===== src/shared/flash_pins_pkg.sv =====
// constants, types and decoders for the flash pin-state controller
// Behaviour
// - instruction bits on line 0; outputs float
// - single input on line 0; outputs float
// - single latency ignores inputs, no drive
// - single output drives serial_out with data
// - dual latency lines ignored, never driven
// - dual output drives lines 0 and 1
// - quad page address only on line 0
// - quad latency ignores all four lines
// - quad output drives all four lines
// - line 3 selectable as reset or pause
// - select high means standby, reset only
// - pause low freezes command outside quad mode, outputs float
package flash_pins_pkg;

    // ---------------------------------------------------------------
    // sizes and pin positions
    // ---------------------------------------------------------------
    localparam int BYTE_BITS = 8;
    localparam int LINES = 4;
    localparam int CNT_W = 6;
    localparam int LAT_W = 5;
    localparam int SYNC_W = 6;
    localparam int PAUSE_LINE = 3;
    localparam logic [3:0] BYTE_FULL = 4'h8;
    localparam logic [3:0] BITS_NONE = 4'h0;
    localparam logic [3:0] OE_NONE = 4'h0;
    localparam logic [3:0] OE_SINGLE = 4'h2; // serial_out is data line 1
    localparam logic [3:0] OE_DUAL = 4'h3;
    localparam logic [3:0] OE_QUAD = 4'hF;
    // reset value of the synchronised {sck, select_n, data lines}
    localparam logic [SYNC_W-1:0] SYNC_INIT = 6'h1F;

    // ---------------------------------------------------------------
    // types
    // ---------------------------------------------------------------
    typedef enum logic [2:0] {
        PH_STANDBY = 3'h0,
        PH_INSTR = 3'h1,
        PH_ADDR = 3'h3,
        PH_LATENCY = 3'h2,
        PH_DATA_OUT = 3'h6,
        PH_DATA_IN = 3'h7,
        PH_DONE = 3'h5
    } phase_t;

    typedef enum logic [1:0] {
        W_SINGLE = 2'h0,
        W_DUAL = 2'h1,
        W_QUAD = 2'h2,
        W_QPP = 2'h3
    } width_t;

    typedef enum logic [1:0] {
        DIR_NONE = 2'h0,
        DIR_IN = 2'h1,
        DIR_OUT = 2'h2
    } dir_t;

    typedef struct packed {
        width_t addr_w;
        logic [CNT_W-1:0] addr_cycles;
        logic [LAT_W-1:0] latency;
        dir_t dir;
        width_t data_w;
    } plan_t;

    typedef struct packed {
        logic [BYTE_BITS-1:0] data;
        logic is_addr;
    } rx_t;

    typedef struct packed {
        logic [LINES-1:0] out;
        logic [LINES-1:0] oe;
    } pins_t;

    // ---------------------------------------------------------------
    // width decoders
    // ---------------------------------------------------------------
    // bits moved per clock edge; quad page address counts as single
    function automatic logic [3:0] lanes(input width_t w);
        case (w)
            W_DUAL: lanes = 4'h2;
            W_QUAD: lanes = 4'h4;
            default: lanes = 4'h1;
        endcase
    endfunction : lanes

    function automatic logic [7:0] shift_in(input logic [7:0] sh,
                                            input logic [3:0] d,
                                            input width_t w);
        case (w)
            W_DUAL: shift_in = {sh[5:0], d[1:0]};
            W_QUAD: shift_in = {sh[3:0], d};
            default: shift_in = {sh[6:0], d[0]}; // line 0 only
        endcase
    endfunction : shift_in

    function automatic logic [7:0] shift_out(input logic [7:0] sh,
                                             input width_t w);
        case (w)
            W_DUAL: shift_out = {sh[5:0], 2'h0};
            W_QUAD: shift_out = {sh[3:0], 4'h0};
            default: shift_out = {sh[6:0], 1'h0};
        endcase
    endfunction : shift_out

    // most significant bits first, lowest bit of a dual or quad group on line 0
    function automatic logic [3:0] out_bits(input logic [7:0] sh,
                                            input width_t w);
        case (w)
            W_DUAL: out_bits = {2'h0, sh[7:6]};
            W_QUAD: out_bits = sh[7:4];
            default: out_bits = {2'h0, sh[7], 1'h0};
        endcase
    endfunction : out_bits

    function automatic logic [3:0] oe_mask(input width_t w);
        case (w)
            W_DUAL: oe_mask = OE_DUAL;
            W_QUAD: oe_mask = OE_QUAD;
            default: oe_mask = OE_SINGLE;
        endcase
    endfunction : oe_mask

    function automatic phase_t data_phase(input plan_t p);
        case (p.dir)
            DIR_OUT: data_phase = PH_DATA_OUT;
            DIR_IN: data_phase = PH_DATA_IN;
            default: data_phase = PH_DONE;
        endcase
    endfunction : data_phase

endpackage : flash_pins_pkg


===== src/rtl/pin_sync.sv =====
// three-stage input synchroniser with second/third stage agreement
`timescale 1ns/1ps
`default_nettype none
module pin_sync
    import flash_pins_pkg::*;
#(
    parameter int WIDTH = SYNC_W,
    parameter logic [WIDTH-1:0] INIT = SYNC_INIT
)
(
    // clock and reset
    input wire logic clk,
    input wire logic rst,
    // raw pins and filtered levels
    input wire logic [WIDTH-1:0] raw,
    output logic [WIDTH-1:0] level
);

    logic [WIDTH-1:0] s1;
    logic [WIDTH-1:0] s2;
    logic [WIDTH-1:0] s3;

    // synchroniser chain; s1 is read only by s2
    always_ff @(posedge clk or posedge rst)
    begin
        if (rst)
        begin
            s1 <= INIT;
            s2 <= INIT;
            s3 <= INIT;
        end
        else
        begin
            s1 <= raw;
            s2 <= s1;
            s3 <= s2;
        end
    end

    // a change counts once the second and third stages agree
    for (genvar i = 0; i < WIDTH; i++)
    begin : g_agree
        always_ff @(posedge clk or posedge rst)
        begin
            if (rst)
                level[i] <= INIT[i];
            else if (s2[i] == s3[i])
                level[i] <= s2[i];
        end
    end

endmodule : pin_sync
`default_nettype wire


===== src/rtl/flash_pin_state.sv =====
// pin direction and drive control of a multi-line serial flash interface
`timescale 1ns/1ps
`default_nettype none
module flash_pin_state
    import flash_pins_pkg::*;
(
    // clock and reset
    input wire logic clk,
    input wire logic rst,
    // serial link pins
    input wire logic sck,
    input wire logic select_n,
    input wire logic [LINES-1:0] dq_in,
    output pins_t dq,
    // configuration straps
    input wire logic quad_mode,
    input wire logic io3_is_reset,
    // command side
    output logic [BYTE_BITS-1:0] instr,
    output logic instr_valid,
    input wire plan_t plan,
    output rx_t rx,
    output logic rx_valid,
    input wire logic [BYTE_BITS-1:0] tx_data,
    output logic tx_take,
    // status
    output phase_t phase,
    output logic paused,
    output logic warm_reset
);

    // ---------------------------------------------------------------
    // pin sampling and edge detection
    // ---------------------------------------------------------------
    logic [SYNC_W-1:0] filt;
    logic sck_f;
    logic sel_f;
    logic [LINES-1:0] d_f;
    logic sck_q;
    logic hold_now;
    logic warm_now;
    logic active;
    logic rise_ok;
    logic fall_ok;

    pin_sync #(
        .WIDTH(SYNC_W),
        .INIT(SYNC_INIT)
    ) u_sync (
        .clk(clk),
        .rst(rst),
        .raw({sck, select_n, dq_in}),
        .level(filt)
    );

    assign sck_f = filt[5];
    assign sel_f = filt[4];
    assign d_f = filt[3:0];

    // previous filtered clock level
    always_ff @(posedge clk or posedge rst)
    begin
        if (rst)
            sck_q <= 1'h0;
        else
            sck_q <= sck_f;
    end

    // line 3 acts as pause outside quad mode or as reset, depending on the strap
    assign hold_now = ~io3_is_reset & ~quad_mode & ~sel_f
                      & ~d_f[PAUSE_LINE];
    // quad mode honours the reset line only while deselected
    assign warm_now = io3_is_reset & ~d_f[PAUSE_LINE]
                      & (~quad_mode | sel_f);
    assign active = ~sel_f & ~warm_now;
    assign rise_ok = sck_f & ~sck_q & active & ~hold_now;
    assign fall_ok = ~sck_f & sck_q & active & ~hold_now;

    // ---------------------------------------------------------------
    // phase sequencer
    // ---------------------------------------------------------------
    plan_t plan_q;
    logic [CNT_W-1:0] cnt;
    phase_t after_addr;
    phase_t after_instr;

    // next phase once the address cycles are spent
    always_comb
    begin
        if (plan_q.latency != '0)
            after_addr = PH_LATENCY;
        else
            after_addr = data_phase(plan_q);
    end

    // next phase once the instruction byte is in
    always_comb
    begin
        if (plan.addr_cycles != '0)
            after_instr = PH_ADDR;
        else if (plan.latency != '0)
            after_instr = PH_LATENCY;
        else
            after_instr = data_phase(plan);
    end

    // phase register, cycle counter and latched plan
    always_ff @(posedge clk or posedge rst)
    begin
        if (rst)
        begin
            phase <= PH_STANDBY;
            cnt <= '0;
            plan_q <= '0;
        end
        else if (!active)
        begin
            phase <= PH_STANDBY;
            cnt <= '0;
        end
        else
        begin
            case (phase)
                PH_STANDBY:
                    phase <= PH_INSTR;
                PH_INSTR:
                    if (instr_valid)
                    begin
                        plan_q <= plan;
                        phase <= after_instr;
                        if (plan.addr_cycles != '0)
                            cnt <= plan.addr_cycles;
                        else
                            cnt <= CNT_W'(plan.latency);
                    end
                PH_ADDR:
                    if (rise_ok)
                    begin
                        cnt <= cnt - 1'h1;
                        if (cnt == CNT_W'(1))
                        begin
                            phase <= after_addr;
                            cnt <= CNT_W'(plan_q.latency);
                        end
                    end
                PH_LATENCY:
                    // latency cycles carry no data
                    if (rise_ok)
                    begin
                        cnt <= cnt - 1'h1;
                        if (cnt == CNT_W'(1))
                            phase <= data_phase(plan_q);
                    end
                PH_DATA_OUT, PH_DATA_IN, PH_DONE:
                    phase <= phase; // held until select rises or a warm reset
                default:
                    phase <= PH_STANDBY;
            endcase
        end
    end

    // ---------------------------------------------------------------
    // receive shifter: instruction, address and write data
    // ---------------------------------------------------------------
    logic [BYTE_BITS-1:0] sh_in;
    logic [3:0] bits_in;
    width_t in_w;
    logic in_phase;
    logic [BYTE_BITS-1:0] next_sh_in;
    logic [3:0] next_bits_in;

    // width of the current input phase
    always_comb
    begin
        in_phase = 1'h1;
        case (phase)
            PH_INSTR: in_w = W_SINGLE;
            PH_ADDR: in_w = plan_q.addr_w;
            PH_DATA_IN: in_w = plan_q.data_w;
            default:
            begin
                in_w = W_SINGLE;
                in_phase = 1'h0;
            end
        endcase
        next_sh_in = shift_in(sh_in, d_f, in_w);
        next_bits_in = bits_in + lanes(in_w);
    end

    // shift on each rising clock edge; a full byte is handed over
    always_ff @(posedge clk or posedge rst)
    begin
        if (rst)
        begin
            sh_in <= '0;
            bits_in <= BITS_NONE;
            instr <= '0;
            instr_valid <= 1'h0;
            rx <= '0;
            rx_valid <= 1'h0;
        end
        else
        begin
            instr_valid <= 1'h0;
            rx_valid <= 1'h0;
            if (phase == PH_STANDBY)
                bits_in <= BITS_NONE;
            else if (rise_ok && in_phase)
            begin
                sh_in <= next_sh_in;
                bits_in <= next_bits_in;
                if (next_bits_in == BYTE_FULL)
                begin
                    bits_in <= BITS_NONE;
                    if (phase == PH_INSTR)
                    begin
                        instr <= next_sh_in;
                        instr_valid <= 1'h1;
                    end
                    else
                    begin
                        rx.data <= next_sh_in;
                        rx.is_addr <= (phase == PH_ADDR);
                        rx_valid <= 1'h1;
                    end
                end
            end
        end
    end

    // ---------------------------------------------------------------
    // transmit shifter and output drivers
    // ---------------------------------------------------------------
    logic [BYTE_BITS-1:0] sh_out;
    logic [3:0] bits_out;
    logic drv;
    logic load_now;
    logic [BYTE_BITS-1:0] next_sh_out;
    width_t out_w;

    assign out_w = plan_q.data_w;
    // first falling edge after the latency ends, or a spent byte
    assign load_now = !drv || bits_out == BYTE_FULL;

    always_comb
    begin
        if (load_now)
            next_sh_out = tx_data;
        else
            next_sh_out = shift_out(sh_out, out_w);
    end

    // data changes on the falling clock edge of an output phase
    always_ff @(posedge clk or posedge rst)
    begin
        if (rst)
        begin
            sh_out <= '0;
            bits_out <= BITS_NONE;
            drv <= 1'h0;
            tx_take <= 1'h0;
        end
        else
        begin
            tx_take <= 1'h0;
            if (phase != PH_DATA_OUT)
            begin
                drv <= 1'h0;
                bits_out <= BITS_NONE;
            end
            else if (fall_ok)
            begin
                drv <= 1'h1;
                sh_out <= next_sh_out;
                tx_take <= load_now;
                if (load_now)
                    bits_out <= lanes(out_w);
                else
                    bits_out <= bits_out + lanes(out_w);
            end
        end
    end

    // pin drivers; float outside output phases, on pause and deselect
    always_ff @(posedge clk or posedge rst)
    begin
        if (rst)
            dq <= '0;
        else
        begin
            dq.out <= out_bits(next_sh_out, out_w);
            if (phase == PH_DATA_OUT && active && !hold_now
                && (drv || fall_ok))
                dq.oe <= oe_mask(out_w);
            else
                dq.oe <= OE_NONE;
            if (!(phase == PH_DATA_OUT && fall_ok))
                dq.out <= out_bits(sh_out, out_w);
        end
    end

    // status flags
    always_ff @(posedge clk or posedge rst)
    begin
        if (rst)
        begin
            paused <= 1'h0;
            warm_reset <= 1'h0;
        end
        else
        begin
            paused <= hold_now;
            warm_reset <= warm_now;
        end
    end
endmodule : flash_pin_state
`default_nettype wire


===== config.mk =====
export PLATFORM = sky130hd
export DESIGN_NAME = flash_pin_state
export DESIGN_NICKNAME = d
export VERILOG_FILES = /design/src/shared/flash_pins_pkg.sv /design/src/rtl/pin_sync.sv /design/src/rtl/flash_pin_state.sv
export SDC_FILE = /design/constraint.sdc
export NUM_CORES = 1
export LEC_CHECK = 0
export BUFFER_PORTS_ARGS = -buffer_cell sky130_fd_sc_hd__buf_4
export CORE_ASPECT_RATIO = 0.7
export CORE_UTILIZATION = 52
export CTS_CLUSTER_DIAMETER = 40
export DETAILED_ROUTE_END_ITERATION = 7
export PLACE_DENSITY_LB_ADDON = 0.2
export SLEW_MARGIN = 20
export SYNTH_ARGS = -nofsm -noshare
export SYNTH_HDL_FRONTEND = slang
export SYNTH_SLANG_ARGS = --single-unit
export TNS_END_PERCENT = 5

===== constraint.sdc =====
create_clock -name clk -period 3.3 [get_ports clk]
set_input_delay 0.66 -clock clk [delete_from_list [all_inputs] [get_ports clk]]
set_output_delay 0.66 -clock clk [all_outputs]
set_load 0.05 [all_outputs]

Word level (Yosys, flattened, before mapping)
Index checks and enable logic that the tools add are counted.
- output and inout port bits: 33
- bits in registers: 99
- equality and inequality tests: 31
- reduce and logical (&&, ||, !) cells: 24
- bitwise operators: 24
- muxes and demuxes: 52
- $add $sub $neg: 3
- operators with widths (operator ; count):
    2-to-1 mux 4 bit ; 11
    2-to-1 mux 6 bit ; 6
    one-hot mux 8 bit (2 select lines) ; 2
    2-to-1 mux 3 bit ; 9
    one-hot mux 4 bit (2 select lines) ; 3
    inequality test 3 bit (second input constant) ; 6
    one-hot mux 6 bit (3 select lines) ; 1
    one-hot mux 3 bit (5 select lines) ; 1
    2-to-1 mux 1 bit ; 13
    bitwise AND 1 bit ; 12
    one-hot mux 2 bit (2 select lines) ; 3
    one-hot mux 3 bit (2 select lines) ; 2
    AND reduction 4 bit ; 3
    NOT 1 bit ; 11
    nonzero test 5 bit ; 2
    equality test 3 bit (second input constant) ; 3
    adder 4 bit ; 2
    equality test 2 x 1 -> 1 bit (second input constant) ; 4
    equality test 2 bit (second input constant) ; 4
    equality test 4 bit (second input constant) ; 2
    2-to-1 mux 8 bit ; 1
    equality test 1 bit ; 6
    equality test 3 x 2 -> 1 bit (second input constant) ; 2
    equality test 6 x 1 -> 1 bit (second input constant) ; 1
    15 further kinds ; 24

Logic depth before layout (Yosys ltp)
Gate-level depths: netlist (run 1).
- depth after elaboration: 13
- mapped depth: 12
- mapped depth without buffers: 11

Hierarchy
A second synthesis (run 1) with hierarchy kept.
- cell total of the unflattened synthesis: 422
- area, all modules: 4728.3 µm²
- modules (own cells, without submodules) (module ; seq. area each (µm²) ; area each (µm²) ; cells each ; instances):
    flash_pin_state ; 1851.8 ; 4031.4 ; 391 ; 1
    pin_sync ; 625.6 ; 696.9 ; 31 ; 1

Worst setup path after synthesis (run 1)
Ideal clock, no wire load.
- path type: register to register
- start point: reg phase[2]
- end point: reg instr[0]
- stages on the path, launching flop included: 13
- period minus slack after synthesis: 3.500 ns
- arrival time: 3.375 ns
- path slack: -0.200 ns
- buffers on the path: 1
- data required time: 3.175 ns
- cells stage by stage: dfrtp_1 > buf_6 > mux2_2 > nor2b_1 > ha_1 > ha_1 > inv_1 > fa_1 > xor2_1 > nand3b_1 > nor2_4 > nand3_2 > mux2_2
- cells in the longest elaborated chain, start to end: 7
- ends and longest elaborated chain (element ; RTL line ; RTL):
    from (decl) ; flash_pin_state.sv:27 ; output phase_t phase,
    from (signal assigned) ; flash_pin_state.sv:130 ; phase <= after_instr;
    from (signal assigned) ; flash_pin_state.sv:142 ; phase <= after_addr;
    from (signal assigned) ; flash_pin_state.sv:152 ; phase <= data_phase(plan_q);
    equality test 3 bit or equality test 3 x 2 -> 1 bit (tied branches) ; flash_pin_state.sv:176 ; case (phase)
    one-hot mux 2 bit (2 select lines) ; flash_pin_state.sv:176 ;
    equality test 2 bit or equality test 2 x 1 -> 1 bit (tied branches) ; flash_pins_pkg.sv:84 ; case (w)
    one-hot mux 3 bit (2 select lines) ; flash_pins_pkg.sv:84 ;
    adder 4 bit ; flash_pin_state.sv:187 ; next_bits_in = bits_in + lanes(in_w);
    equality test 4 bit ; flash_pin_state.sv:212 ; if (next_bits_in == BYTE_FULL)
    AND reduction 4 bit (no source line) * ; n/a ;
    to (signal assigned) ; flash_pin_state.sv:217 ; instr <= next_sh_in;
    to (decl) ; flash_pin_state.sv:19 ; output logic [BYTE_BITS-1:0] instr,
Every way passes the cells marked *; elsewhere a longest branch is shown, timed or not.
A chain may end at the register's enable or synchronous reset.

Final worst setup path (run 1)
- start point: reg phase[2]
- end point: reg instr[5]
- cells in the longest elaborated chain, start to end: 7
- ends and longest elaborated chain (element ; RTL line):
    equality test 3 bit or equality test 3 x 2 -> 1 bit (tied branches) ; flash_pin_state.sv:176
    one-hot mux 2 bit (2 select lines) ; flash_pin_state.sv:176
    equality test 2 bit or equality test 2 x 1 -> 1 bit (tied branches) ; flash_pins_pkg.sv:84, flash_pins_pkg.sv:94
    one-hot mux 3 bit (2 select lines) ; flash_pins_pkg.sv:84
    adder 4 bit ; flash_pin_state.sv:187
    equality test 4 bit ; flash_pin_state.sv:212
    AND reduction 4 bit (no source line) ; n/a
Several ways; a longest one is shown, not always the timed one.

==> qor.yml, run 1 <==
outcome: "completed"
max_rail_drop_vdd_uv: 301.4
final_replace_weighted_congestion: 0.8991
grt_use_total_pct: 23.81
timing.critical_path.from_type: "flip-flop"
cts_tree: "yes"
cts_root_buffer: "sky130_fd_sc_hd__clkbuf_16"
most_used_flip_flop_cell_after_synthesis: "sky130_fd_sc_hd__dfrtp_1"
drc: 0
wl_per_cell_um: 16.02
avgSynthCellArea_um2: 10.60
final_hold_viol_count: 0
fin_nets: 571
grt_antenna_before_repair: 0
fp.coreArea_um2: 8688
fin_ws_ns: 0.1983
ws_path_type: "reg2reg"
area_growth_syn_to_layout_pct: 19.48
clk_pin_slew_worst_paths_ns: 0.07
postLayoutCellArea_um2: 5724
cts.hold.buffers_added: 0
worst_slew_pin_slew_ns: 0.8278
layout_worst_path_cycle_share_pct: 93.99
die_height_um: 82.31
preCtsSetupSlack_ns: 0.2091
ys_async_sr_fraction_pct: 100.0
cts_setup_buffers: 0
grt_pass1_wl_mm: 17.30
synthesis.instances: 452
chipWidth_um: 116.7
h-tree-depth: 3
ys_ff_latch: 98
cts_resized: 0
synthesis.nets: 504
ys_seq_area_share_pct: 51.71
synth.cells.most_frequent: "78 x sky130_fd_sc_hd__dfrtp_1, 60 x sky130_fd_sc_hd__nand2_1, 29 x sky130_fd_sc_hd__nor2_1"
netlist_top_cells_area: "sky130_fd_sc_hd__dfrtp_1 41%, sky130_fd_sc_hd__dfstp_2 11%, sky130_fd_sc_hd__nand2_1 4.7%"
syn_area_um2: 4791
final_max_slew_viol_count: 0
antenna-diode-count: 0
dp_hpwl_mm: 7.543
floorplan.initialDensity_pct: 55.14
tritoncts_num_sinks: 98
numCtsBuffers: 9
placement.cell_area_um2: 5441
detail-route-antenna-nets: 0
required_time_at_the_worst_slack_endpoint_ns: 3.53
setup_repair_after_global_routing_missed_its_margin: "no"
io_pins: 68
worstHoldPathType: "reg2reg"
layout-drive-gt1-share_pct: 28.05
die_outline_area_um2: 9607
dr.pass1.iters: 5
max-slew-margin-rel_pct: 44.69
clock_skew_ns: 0.005153
critical_path_arrival_ns: 3.33
post_synth_edffs: 0
clock_latency_on_the_worst_skew_pair_ns: 0.34
netlist-cell-type-count: 67
cts-root-to-sink-buffers: 2
fillCellCount: 713
rows: 28
vias_per_cell: 5.744
yosys_warnings: 0
power_density_nw_per_um2: 495.1
path_max_fanout: 8
multiInputGateArea_um2: 2143
max_cap_violations: 0
grt_pass1_vias: 3544
starting_drt_drc_count: 241
maximum_number_of_pins_on_one_net_before_global_route_repair: 47
post-route-min-period_ns: 3.102
setup_viol: 0
yosysTopAreaCell: "sky130_fd_sc_hd__dfrtp_1"
globalRoute.totalOverflow: 0
via_count_of_the_routed_design: 3699
port_buffers: 67
max_freq_mhz: 322.4
drt_wl_total_mm: 10.32
p_leak_nw: 2.714
synth.most_common_cell: "sky130_fd_sc_hd__dfrtp_1"
setup.worst_path.end_class: "flip-flop"
register_area_um2: 2479
netlist.area_leader.share_pct: 40.74
[power breakdown]
part | internal, mW | switching (mW) | total (mW) | leakage [nW]
clock network | 0.525 | 0.471 | 0.996 | 0.143
registers | 1.28 | 0.0722 | 1.35 | 1.27
logic | 0.166 | 0.321 | 0.487 | 1.31
[routing by layer]
| layer | track usage, % | up-vias | routed length (µm) |
|---|---|---|---|
| met2 | 37.46 | 131 | 4909 |
| met5 | 0 | - | 0 |
| met1 | 32.41 | 1819 | 4629 |
| li1 | - | 1738 | - |
| met3 | 5.620 | 11 | 647 |
| met4 | 8.861 | 0 | 128 |
[layout make-up]
class	instances	area share [%]
repair buffers	74	9.924
clock buffers	9	3.934
clock inverters	7	1.005
well taps	120	2.623
flip-flops and latches	98	43.30
inverters	26	1.770
multi-input cells	310	37.44
[final timing paths]
kind | start | to | slack [ns] | cells past startpoint
worst min-delay path | u_sync.s1[5]$_DFF_PP0_ | u_sync.s2[5]$_DFF_PP0_ | 0.35 | 0
min in group asynchronous | rst | dq[0]$_DFF_PP0_ | 0.48 | 2
worst max register to register | phase[2]$_DFFE_PP0P_ | instr[5]$_DFFE_PP0P_ | 0.20 | 11
worst max-delay path | phase[2]$_DFFE_PP0P_ | instr[5]$_DFFE_PP0P_ | 0.20 | 11
worst min register to register | u_sync.s1[5]$_DFF_PP0_ | u_sync.s2[5]$_DFF_PP0_ | 0.35 | 0
max in group asynchronous | rst | u_sync.s3[2]$_DFF_PP1_ | 2.10 | 3
[worst max-delay path, cell delays in order, from the launching register on]
cell                       delay (ns)
sky130_fd_sc_hd__dfrtp_2         0.38
sky130_fd_sc_hd__mux2_2          0.33
sky130_fd_sc_hd__nor2b_1         0.17
sky130_fd_sc_hd__ha_1            0.32
sky130_fd_sc_hd__ha_1            0.16
sky130_fd_sc_hd__inv_1           0.05
sky130_fd_sc_hd__fa_1            0.38
sky130_fd_sc_hd__xor2_1          0.21
sky130_fd_sc_hd__nand3b_1        0.18
sky130_fd_sc_hd__nor2_4          0.19
sky130_fd_sc_hd__nand3_2         0.24
sky130_fd_sc_hd__mux2_2          0.36
[flip-flops by register name, indices dropped and copies added, names as in the netlist, 7 cells and up]
| register | cells |
|---|---|
| instr | 8 |
| sh_in | 7 |
| dq | 7 |
| rx | 9 |
| plan_q | 9 |
| sh_out | 8 |
[cells in the final DEF, fill, tap and decap left out, types with 3 or more instances in the layout]
cell type	instances
sky130_fd_sc_hd__a211oi_1	8
sky130_fd_sc_hd__a21o_1	6
sky130_fd_sc_hd__a21oi_1	21
sky130_fd_sc_hd__a22oi_1	10
sky130_fd_sc_hd__and2_1	4
sky130_fd_sc_hd__and3_1	3
sky130_fd_sc_hd__buf_4	73
sky130_fd_sc_hd__clkbuf_16	9
sky130_fd_sc_hd__dfrtp_1	77
sky130_fd_sc_hd__dfstp_2	20
sky130_fd_sc_hd__ha_1	15
sky130_fd_sc_hd__inv_1	23
sky130_fd_sc_hd__inv_6	3
sky130_fd_sc_hd__maj3_1	6
sky130_fd_sc_hd__mux2_1	9
sky130_fd_sc_hd__mux2_2	17
sky130_fd_sc_hd__mux2i_1	7
sky130_fd_sc_hd__nand2_1	60
sky130_fd_sc_hd__nand3_1	13
sky130_fd_sc_hd__nand3b_1	3
sky130_fd_sc_hd__nand4_1	4
sky130_fd_sc_hd__nor2_1	29
sky130_fd_sc_hd__nor2b_1	4
sky130_fd_sc_hd__nor3_1	6
sky130_fd_sc_hd__nor3b_1	4
sky130_fd_sc_hd__nor4_1	6
sky130_fd_sc_hd__o21ai_0	20
sky130_fd_sc_hd__o221ai_1	3
sky130_fd_sc_hd__o31ai_1	4
sky130_fd_sc_hd__or3_1	4
sky130_fd_sc_hd__xor2_1	3
[kinds of logic (layout without fill, tap and decap cells)]
logic type	Yosys count	in the layout	share of synthesized area, %
muxes	33	33	7.574
AOI/OAI and AO/OA	96	96	14.13
DFF	98	98	51.71
buffers and inverters	44	116	3.787
xor gates and xnor gates	4	4	0.7314
and+or+nand+nor	154	154	16.06
adders and majority gates	23	23	6.007
[per-stage QoR]
stage	utilization [%]	setup TNS, ns	total power [mW]	std cells	hold WS (ns)
2_1_floorplan	-	-0.6957	1.683	452	0.3312
3_3_place_gp	62.63	0	1.841	628	0.3362
3_5_place_dp	62.63	0	1.849	628	0.3363
4_1_cts	65.88	0	2.850	644	0.3526
5_1_grt	65.88	0	2.962	644	0.3606
6_report	65.88	0	2.834	644	0.3505
(Power assumes the default switching activity.)
==> run 2, diff against run 1 <==
--- a/config.mk
+++ b/config.mk
@@ -10,6 +10,7 @@
 export CORE_UTILIZATION = 52
 export CTS_CLUSTER_DIAMETER = 40
 export DETAILED_ROUTE_END_ITERATION = 7
+export GPL_TIMING_DRIVEN = 1
 export PLACE_DENSITY_LB_ADDON = 0.2
 export SLEW_MARGIN = 20
 export SYNTH_ARGS = -nofsm -noshare
==> constraint.sdc (replaced) <==
create_clock -name clk -period 3.3 [get_ports clk]
set_input_delay 0.165 -clock clk [delete_from_list [all_inputs] [get_ports clk]]
set_output_delay 0.165 -clock clk [all_outputs]
set_load 0.05 [all_outputs]
==> qor.yml, run 2 (synthesis results as in run 1) <==
outcome: "completed"  # unchanged
final_max_slew_viol_count: 0  # unchanged
via_count_of_the_routed_design: 3689  # was 3699
grt_use_total_pct: 23.93  # was 23.81%
layout_worst_path_cycle_share_pct: 93.40  # was 93.99%
required_time_at_the_worst_slack_endpoint_ns: 3.52  # was 3.53 ns
layout.cells.most_common_list: "76 x sky130_fd_sc_hd__dfrtp_1, 74 x sky130_fd_sc_hd__buf_4, 60 x sky130_fd_sc_hd__nand2_1, 29 x sky130_fd_sc_hd__nor2_1, 23 x sky130_fd_sc_hd__inv_1"  # was 77 x sky130_fd_sc_hd__dfrtp_1, 73 x sky130_fd_sc_hd__buf_4, 60 x sky130_fd_sc_hd__nand2_1, 29 x sky130_fd_sc_hd__nor2_1, 23 x sky130_fd_sc_hd__inv_1
die_outline_area_um2: 9607  # unchanged
ff2ff_path_depth: 11  # unchanged
port_buffers: 67  # unchanged
die_height_um: 82.31  # unchanged
critical_path_arrival_ns: 3.31  # was 3.33 ns
clock_latency_on_the_worst_skew_pair_ns: 0.34  # about the same
wl_per_cell_um: 15.72  # was 16.02 µm
top_regs: "plan_q x9, rx x9"  # unchanged
worst_slew_pin_slew_ns: 0.9401  # was 0.8278 ns
globalRoute.totalOverflow: 0  # unchanged
detail-route-antenna-nets: 0  # unchanged
h-tree-depth: 3  # unchanged
p_leak_nw: 2.738  # was 2.714 nW
power_density_nw_per_um2: 489.7  # was 495.1 nW/µm²
timing.critical_path.from_type: "flip-flop"  # unchanged
antenna-diode-count: 0  # unchanged
clk_pin_slew_worst_paths_ns: 0.07  # about the same
area_growth_syn_to_layout_pct: 20.68  # was 19.48%
final_hold_viol_count: 0  # unchanged
placement.cell_area_um2: 5429  # was 5441 µm²
final_tns_setup_ns: 0  # unchanged
grt_pass1_vias: 3590  # was 3544
cts_root_buffer: "sky130_fd_sc_hd__clkbuf_16"  # unchanged
layout-drive-gt1-share_pct: 27.92  # was 28.05%
final_replace_weighted_congestion: 0.9247  # was 0.8991
worstHoldPathType: "in2async"  # was reg2reg
fillCellCount: 699  # was 713
layout_commonest_cell: "sky130_fd_sc_hd__dfrtp_1"  # unchanged
ws_path_type: "reg2reg"  # unchanged
vias_per_cell: 5.675  # was 5.744
grt_pass1_wl_mm: 17.48  # was 17.30 mm
cts_setup_buffers: 0  # unchanged
tritoncts_num_sinks: 98  # unchanged
rows: 28  # unchanged
post-route-min-period_ns: 3.082  # was 3.102 ns
cts_tree: "yes"  # unchanged
max_cap_violations: 0  # unchanged
setup.worst_path.end_class: "flip-flop"  # unchanged
io_pins: 68  # unchanged
starting_drt_drc_count: 287  # was 241
max-slew-margin-rel_pct: 37.33  # was 44.69%
clock_skew_ns: 0.005460  # was 0.005153 ns
crit_start: "phase[2]$_DFFE_PP0P_"  # unchanged
fin_hold_ws_ns: 0.04081  # was 0.3505 ns
dr.pass1.iters: 5  # unchanged
floorplan.initialDensity_pct: 55.14  # unchanged
fin_nets: 577  # was 571
path_max_fanout: 10  # was 8
max_rail_drop_vdd_uv: 349.0  # was 301.4 µV
r2r_setup_slack_ns: 0.22  # was 0.20 ns
fp.coreArea_um2: 8688  # unchanged
preCtsSetupSlack_ns: 0.2069  # was 0.2091 ns
grt_antenna_before_repair: 0  # unchanged
numCtsBuffers: 9  # unchanged
drc: 0  # unchanged
dp_hpwl_mm: 7.522  # was 7.543 mm
postLayoutCellArea_um2: 5782  # was 5724 µm²
maximum_number_of_pins_on_one_net_before_global_route_repair: 82  # was 47
setup_viol: 0  # unchanged
cts-root-to-sink-buffers: 2  # unchanged
fin_ws_ns: 0.2179  # was 0.1983 ns
worstReg2RegStart: "phase[2]$_DFFE_PP0P_"  # unchanged
chipWidth_um: 116.7  # unchanged
max_freq_mhz: 324.5  # was 322.4 MHz
worstReg2RegEnd: "rx[1]$_DFFE_PP0P_"  # was instr[5]$_DFFE_PP0P_
setup_repair_after_global_routing_missed_its_margin: "no"  # unchanged
drt_wl_total_mm: 10.22  # was 10.32 mm
run 2: cell count changes in the layout (fill, tap and decap cells not counted):
cell / delta
sky130_fd_sc_hd__dfrtp_2: +1
sky130_fd_sc_hd__buf_4: +1
sky130_fd_sc_hd__inv_4: +1
sky130_fd_sc_hd__inv_8: +1
sky130_fd_sc_hd__buf_12: -1
sky130_fd_sc_hd__dlygate4sd3_1: +6
sky130_fd_sc_hd__nand3_4: +1
sky130_fd_sc_hd__clkinv_4: +2
sky130_fd_sc_hd__clkinvlp_4: -1
sky130_fd_sc_hd__nand3_2: -1
sky130_fd_sc_hd__dfrtp_1: -1
sky130_fd_sc_hd__inv_6: -3
run 2: per-stage QoR:
step	utilization (%)	power, mW	cells
6_report	66.55	2.831	650
5_1_grt	66.55	2.969	650
4_1_cts	66.46	2.846	650
3_5_place_dp	62.49	1.850	628
3_3_place_gp	62.49	1.840	628
2_1_floorplan	-	1.684	452
run 2: power breakdown:
part	switching, mW	leakage (nW)	internal (mW)	total [mW]
clock network	0.463	0.144	0.524	0.988
registers	0.0690	1.26	1.28	1.35
logic	0.326	1.33	0.169	0.495
run 2: what timing repair did:
| item | CTS | global route |
|---|---|---|
| hold buffers | 6 | 0 |
| hold endpoints to repair | 6 | 0 |
| gates resized for setup | 0 | 1 |
| setup endpoints to repair | 0 | 7 |
run 2: final cells by class:
type	count	area (µm²)	share of cell area, %
sequential	98	2480	42.89
clock buffer	9	225.2	3.895
inverter	26	100.1	1.731
multi-input combinational	310	2151	37.20
clock inverter	7	60.06	1.039
timing repair buffer	80	615.6	10.65
tap	120	150.1	2.597
run 2: worst max path at each step:
stage,to
after CTS,instr[3]$_DFFE_PP0P_
after global placement,instr[0]$_DFFE_PP0P_
after global routing,rx[1]$_DFFE_PP0P_
final,rx[1]$_DFFE_PP0P_
after detailed placement,instr[3]$_DFFE_PP0P_
after floorplan,instr[0]$_DFFE_PP0P_
run 2: per-layer routing:
layer | GRT usage (%) | vias up | wire [µm]
li1 | - | 1763 | -
met1 | 33.48 | 1783 | 4777
met2 | 38.28 | 128 | 4681
met3 | 4.891 | 15 | 631
met4 | 6.582 | 0 | 128
met5 | 0 | - | 0
run 2: critical path: stages (launching register included):
cell	delay (ns)
sky130_fd_sc_hd__dfrtp_2	0.40
sky130_fd_sc_hd__mux2_2	0.34
sky130_fd_sc_hd__nor2b_1	0.16
sky130_fd_sc_hd__ha_1	0.31
sky130_fd_sc_hd__ha_1	0.16
sky130_fd_sc_hd__inv_1	0.05
sky130_fd_sc_hd__fa_1	0.37
sky130_fd_sc_hd__xor2_1	0.19
sky130_fd_sc_hd__nand3b_1	0.18
sky130_fd_sc_hd__nor2_4	0.22
sky130_fd_sc_hd__o211ai_4	0.20
sky130_fd_sc_hd__mux2_1	0.37
==> run 3, diff against run 2 <==
--- a/config.mk
+++ b/config.mk
@@ -7,7 +7,7 @@
 export LEC_CHECK = 0
 export BUFFER_PORTS_ARGS = -buffer_cell sky130_fd_sc_hd__buf_4
 export CORE_ASPECT_RATIO = 0.7
-export CORE_UTILIZATION = 52
+export CORE_UTILIZATION = 25
 export CTS_CLUSTER_DIAMETER = 40
 export DETAILED_ROUTE_END_ITERATION = 7
 export GPL_TIMING_DRIVEN = 1
==> qor.yml, run 3 (synthesis results as in run 1) <==
die_outline_area_um2: 19730  # was 9607 µm²
fin_nets: 580  # was 577
ff2ff_path_depth: 11  # unchanged
grt_pass1_vias: 3638  # was 3590
clk_pin_slew_worst_paths_ns: 0.07  # about the same
dp_hpwl_mm: 9.129  # was 7.522 mm
final_max_slew_viol_count: 0  # unchanged
grt_antenna_before_repair: 0  # unchanged
fp.coreArea_um2: 18370  # was 8688 µm²
outcome: "completed"  # unchanged
tritoncts_num_sinks: 98  # unchanged
crit_path_top_delay_cell: "sky130_fd_sc_hd__dfrtp_2"  # unchanged
crit_buf_inv: 1  # unchanged
vias_per_cell: 4.783  # was 5.675
route.top_layer_used: "met4"  # unchanged
io_pins: 68  # unchanged
r2r_setup_slack_ns: 0.18  # was 0.22 ns
wl_per_cell_um: 15.80  # was 15.72 µm
max_freq_mhz: 320.0  # was 324.5 MHz
worstReg2RegEnd: "rx[1]$_DFFE_PP0P_"  # unchanged
clock_latency_on_the_worst_skew_pair_ns: 0.36  # was 0.34 ns
floorplan.initialDensity_pct: 26.09  # was 55.14%
required_time_at_the_worst_slack_endpoint_ns: 3.54  # was 3.52 ns
maximum_number_of_pins_on_one_net_before_global_route_repair: 56  # was 82
detail-route-antenna-nets: 0  # unchanged
post-route-min-period_ns: 3.125  # was 3.082 ns
setup_viol: 0  # unchanged
fillCellCount: 1886  # was 699
report.power.total_mw: 2.999  # was 2.831 mW
cts-root-to-sink-buffers: 2  # unchanged
die_height_um: 117.8  # was 82.31 µm
timing.hold.worst_path_depth: 2
grt_use_total_pct: 13.05  # was 23.93%
path_max_fanout: 10  # unchanged
h-tree-depth: 3  # unchanged
register_area_um2: 2480  # unchanged
setup.worst_path.end_class: "flip-flop"  # unchanged
starting_drt_drc_count: 257  # was 287
worst_slew_pin_slew_ns: 0.6975  # was 0.9401 ns
met3_length_um: 720  # was 631 µm
max-slew-margin-rel_pct: 53.33  # was 37.33%
min_delay_worst_endpoint: "out_w[1]$_DFFE_PP0P_"
worstHoldPathType: "in2reg"  # was in2async
met2_wirelength_mm: 4.992  # was 4.681 mm
cp_slowest_stage_delay_ns: 0.39  # was 0.40 ns
holdCritStartpoint: "plan[1]"
p_leak_nw: 2.768  # was 2.738 nW
grt_pass1_wl_mm: 20.04  # was 17.48 mm
rows: 41  # was 28
final_tns_setup_ns: 0  # unchanged
layout-drive-gt1-share_pct: 28.14  # was 27.92%
chipWidth_um: 167.5  # was 116.7 µm
antenna-diode-count: 0  # unchanged
ws_path_type: "reg2reg"  # unchanged
drt_wl_total_mm: 12.15  # was 10.22 mm
port_buffers: 67  # unchanged
cts_root_buffer: "sky130_fd_sc_hd__clkbuf_16"  # unchanged
timing.critical_path.from_type: "flip-flop"  # unchanged
met1Wirelength_mm: 6.291  # was 4.777 mm
drc: 0  # unchanged
path_delay_family: "adder cells"  # unchanged
final_hold_viol_count: 0  # unchanged
layout_worst_path_cycle_share_pct: 94.68  # was 93.40%
max_rail_drop_vdd_uv: 202.7  # was 349.0 µV
area_growth_syn_to_layout_pct: 25.02  # was 20.68%
cts_tree: "yes"  # unchanged
dr.pass1.iters: 5  # unchanged
max_cap_violations: 0  # unchanged
cp_common_cell: "sky130_fd_sc_hd__ha_1"  # unchanged
via_count_of_the_routed_design: 3678  # was 3689
critical_path.cell_chain: "mux2_2, nor2b_1, ha_1, ha_1, inv_1, fa_1, xor2_1, nand3b_1, nor2_4, o211ai_4, mux2_1"  # unchanged
clock_skew_ns: 0.006849  # was 0.005460 ns
layout.cells.most_common_list: "76 x sky130_fd_sc_hd__dfrtp_1, 76 x sky130_fd_sc_hd__buf_4, 60 x sky130_fd_sc_hd__nand2_1, 29 x sky130_fd_sc_hd__nor2_1, 23 x sky130_fd_sc_hd__inv_1"  # was 76 x sky130_fd_sc_hd__dfrtp_1, 74 x sky130_fd_sc_hd__buf_4, 60 x sky130_fd_sc_hd__nand2_1, 29 x sky130_fd_sc_hd__nor2_1, 23 x sky130_fd_sc_hd__inv_1
final_replace_weighted_congestion: 0.8962  # was 0.9247
worstReg2RegStart: "phase[2]$_DFFE_PP0P_"  # unchanged
numCtsBuffers: 9  # unchanged
globalRoute.totalOverflow: 0  # unchanged
multiInputGateArea_um2: 2151  # unchanged
critical_path_arrival_ns: 3.36  # was 3.31 ns
top_regs: "plan_q x9, rx x9"  # unchanged
power_density_nw_per_um2: 500.7  # was 489.7 nW/µm²
setup_repair_after_global_routing_missed_its_margin: "no"  # unchanged
## run 3: cell count changes in the layout (fill, tap and decap cells not counted), sizes merged
cell and delta:
clkinv -2, dlygate4sd3 +1, buf +2, bufinv +1, inv +1
## run 3: metal layers
metal  global-route usage (%)  up-vias
met5                        0        -
met4                    3.326        0
met3                    4.102       14
met2                    17.84      111
met1                    19.49     1787
li1                         -     1766
## run 3: worst max path at each step
stage / from / end / depth (start not counted)
2_1_floorplan: phase[2]$_DFFE_PP0P_ / instr[0]$_DFFE_PP0P_ / 12
3_3_place_gp: phase[2]$_DFFE_PP0P_ / instr[1]$_DFFE_PP0P_ / 11
3_5_place_dp: phase[2]$_DFFE_PP0P_ / instr[3]$_DFFE_PP0P_ / 11
4_1_cts: phase[2]$_DFFE_PP0P_ / instr[3]$_DFFE_PP0P_ / 11
5_1_grt: phase[2]$_DFFE_PP0P_ / rx[1]$_DFFE_PP0P_ / 11
6_report: phase[2]$_DFFE_PP0P_ / rx[1]$_DFFE_PP0P_ / 11
## run 3: layout make-up
type	instances	area share, %
Clock buffer	9	3.760
Clock inverter	7	1.629
Inverter	26	1.671
Multi-Input combinational cell	310	35.91
Sequential cell	98	41.40
Tap cell	236	4.930
Timing Repair Buffer	83	10.70
## run 3: through the flow
step	std cells	hold WS (ns)	setup WS [ns]	util [%]	area (µm²)
finish	769	0.02034	0.1754	32.61	5989
detailed placement	746	0.2788	0.1476	30.43	5589
global route	769	0.009096	0.01918	32.61	5989
CTS	769	0.005992	0.1263	32.57	5982
global placement	746	0.2766	0.2870	30.43	5589
floorplan	452	0.1695	0.003342	-	4793
## run 3: repair_timing
action,in CTS,in global routing
hold buffers,7,0
hold endpoints to repair,50,0
endpoints found under the setup margin,0,2
gates resized for setup,0,1
buffers inserted,0,0
## run 3: power by group
group | internal [mW] | switching (mW)
Sequential | 1.28 | 0.0730
Clock | 0.613 | 0.526
Combinational | 0.171 | 0.337
Total | 2.06 | 0.936
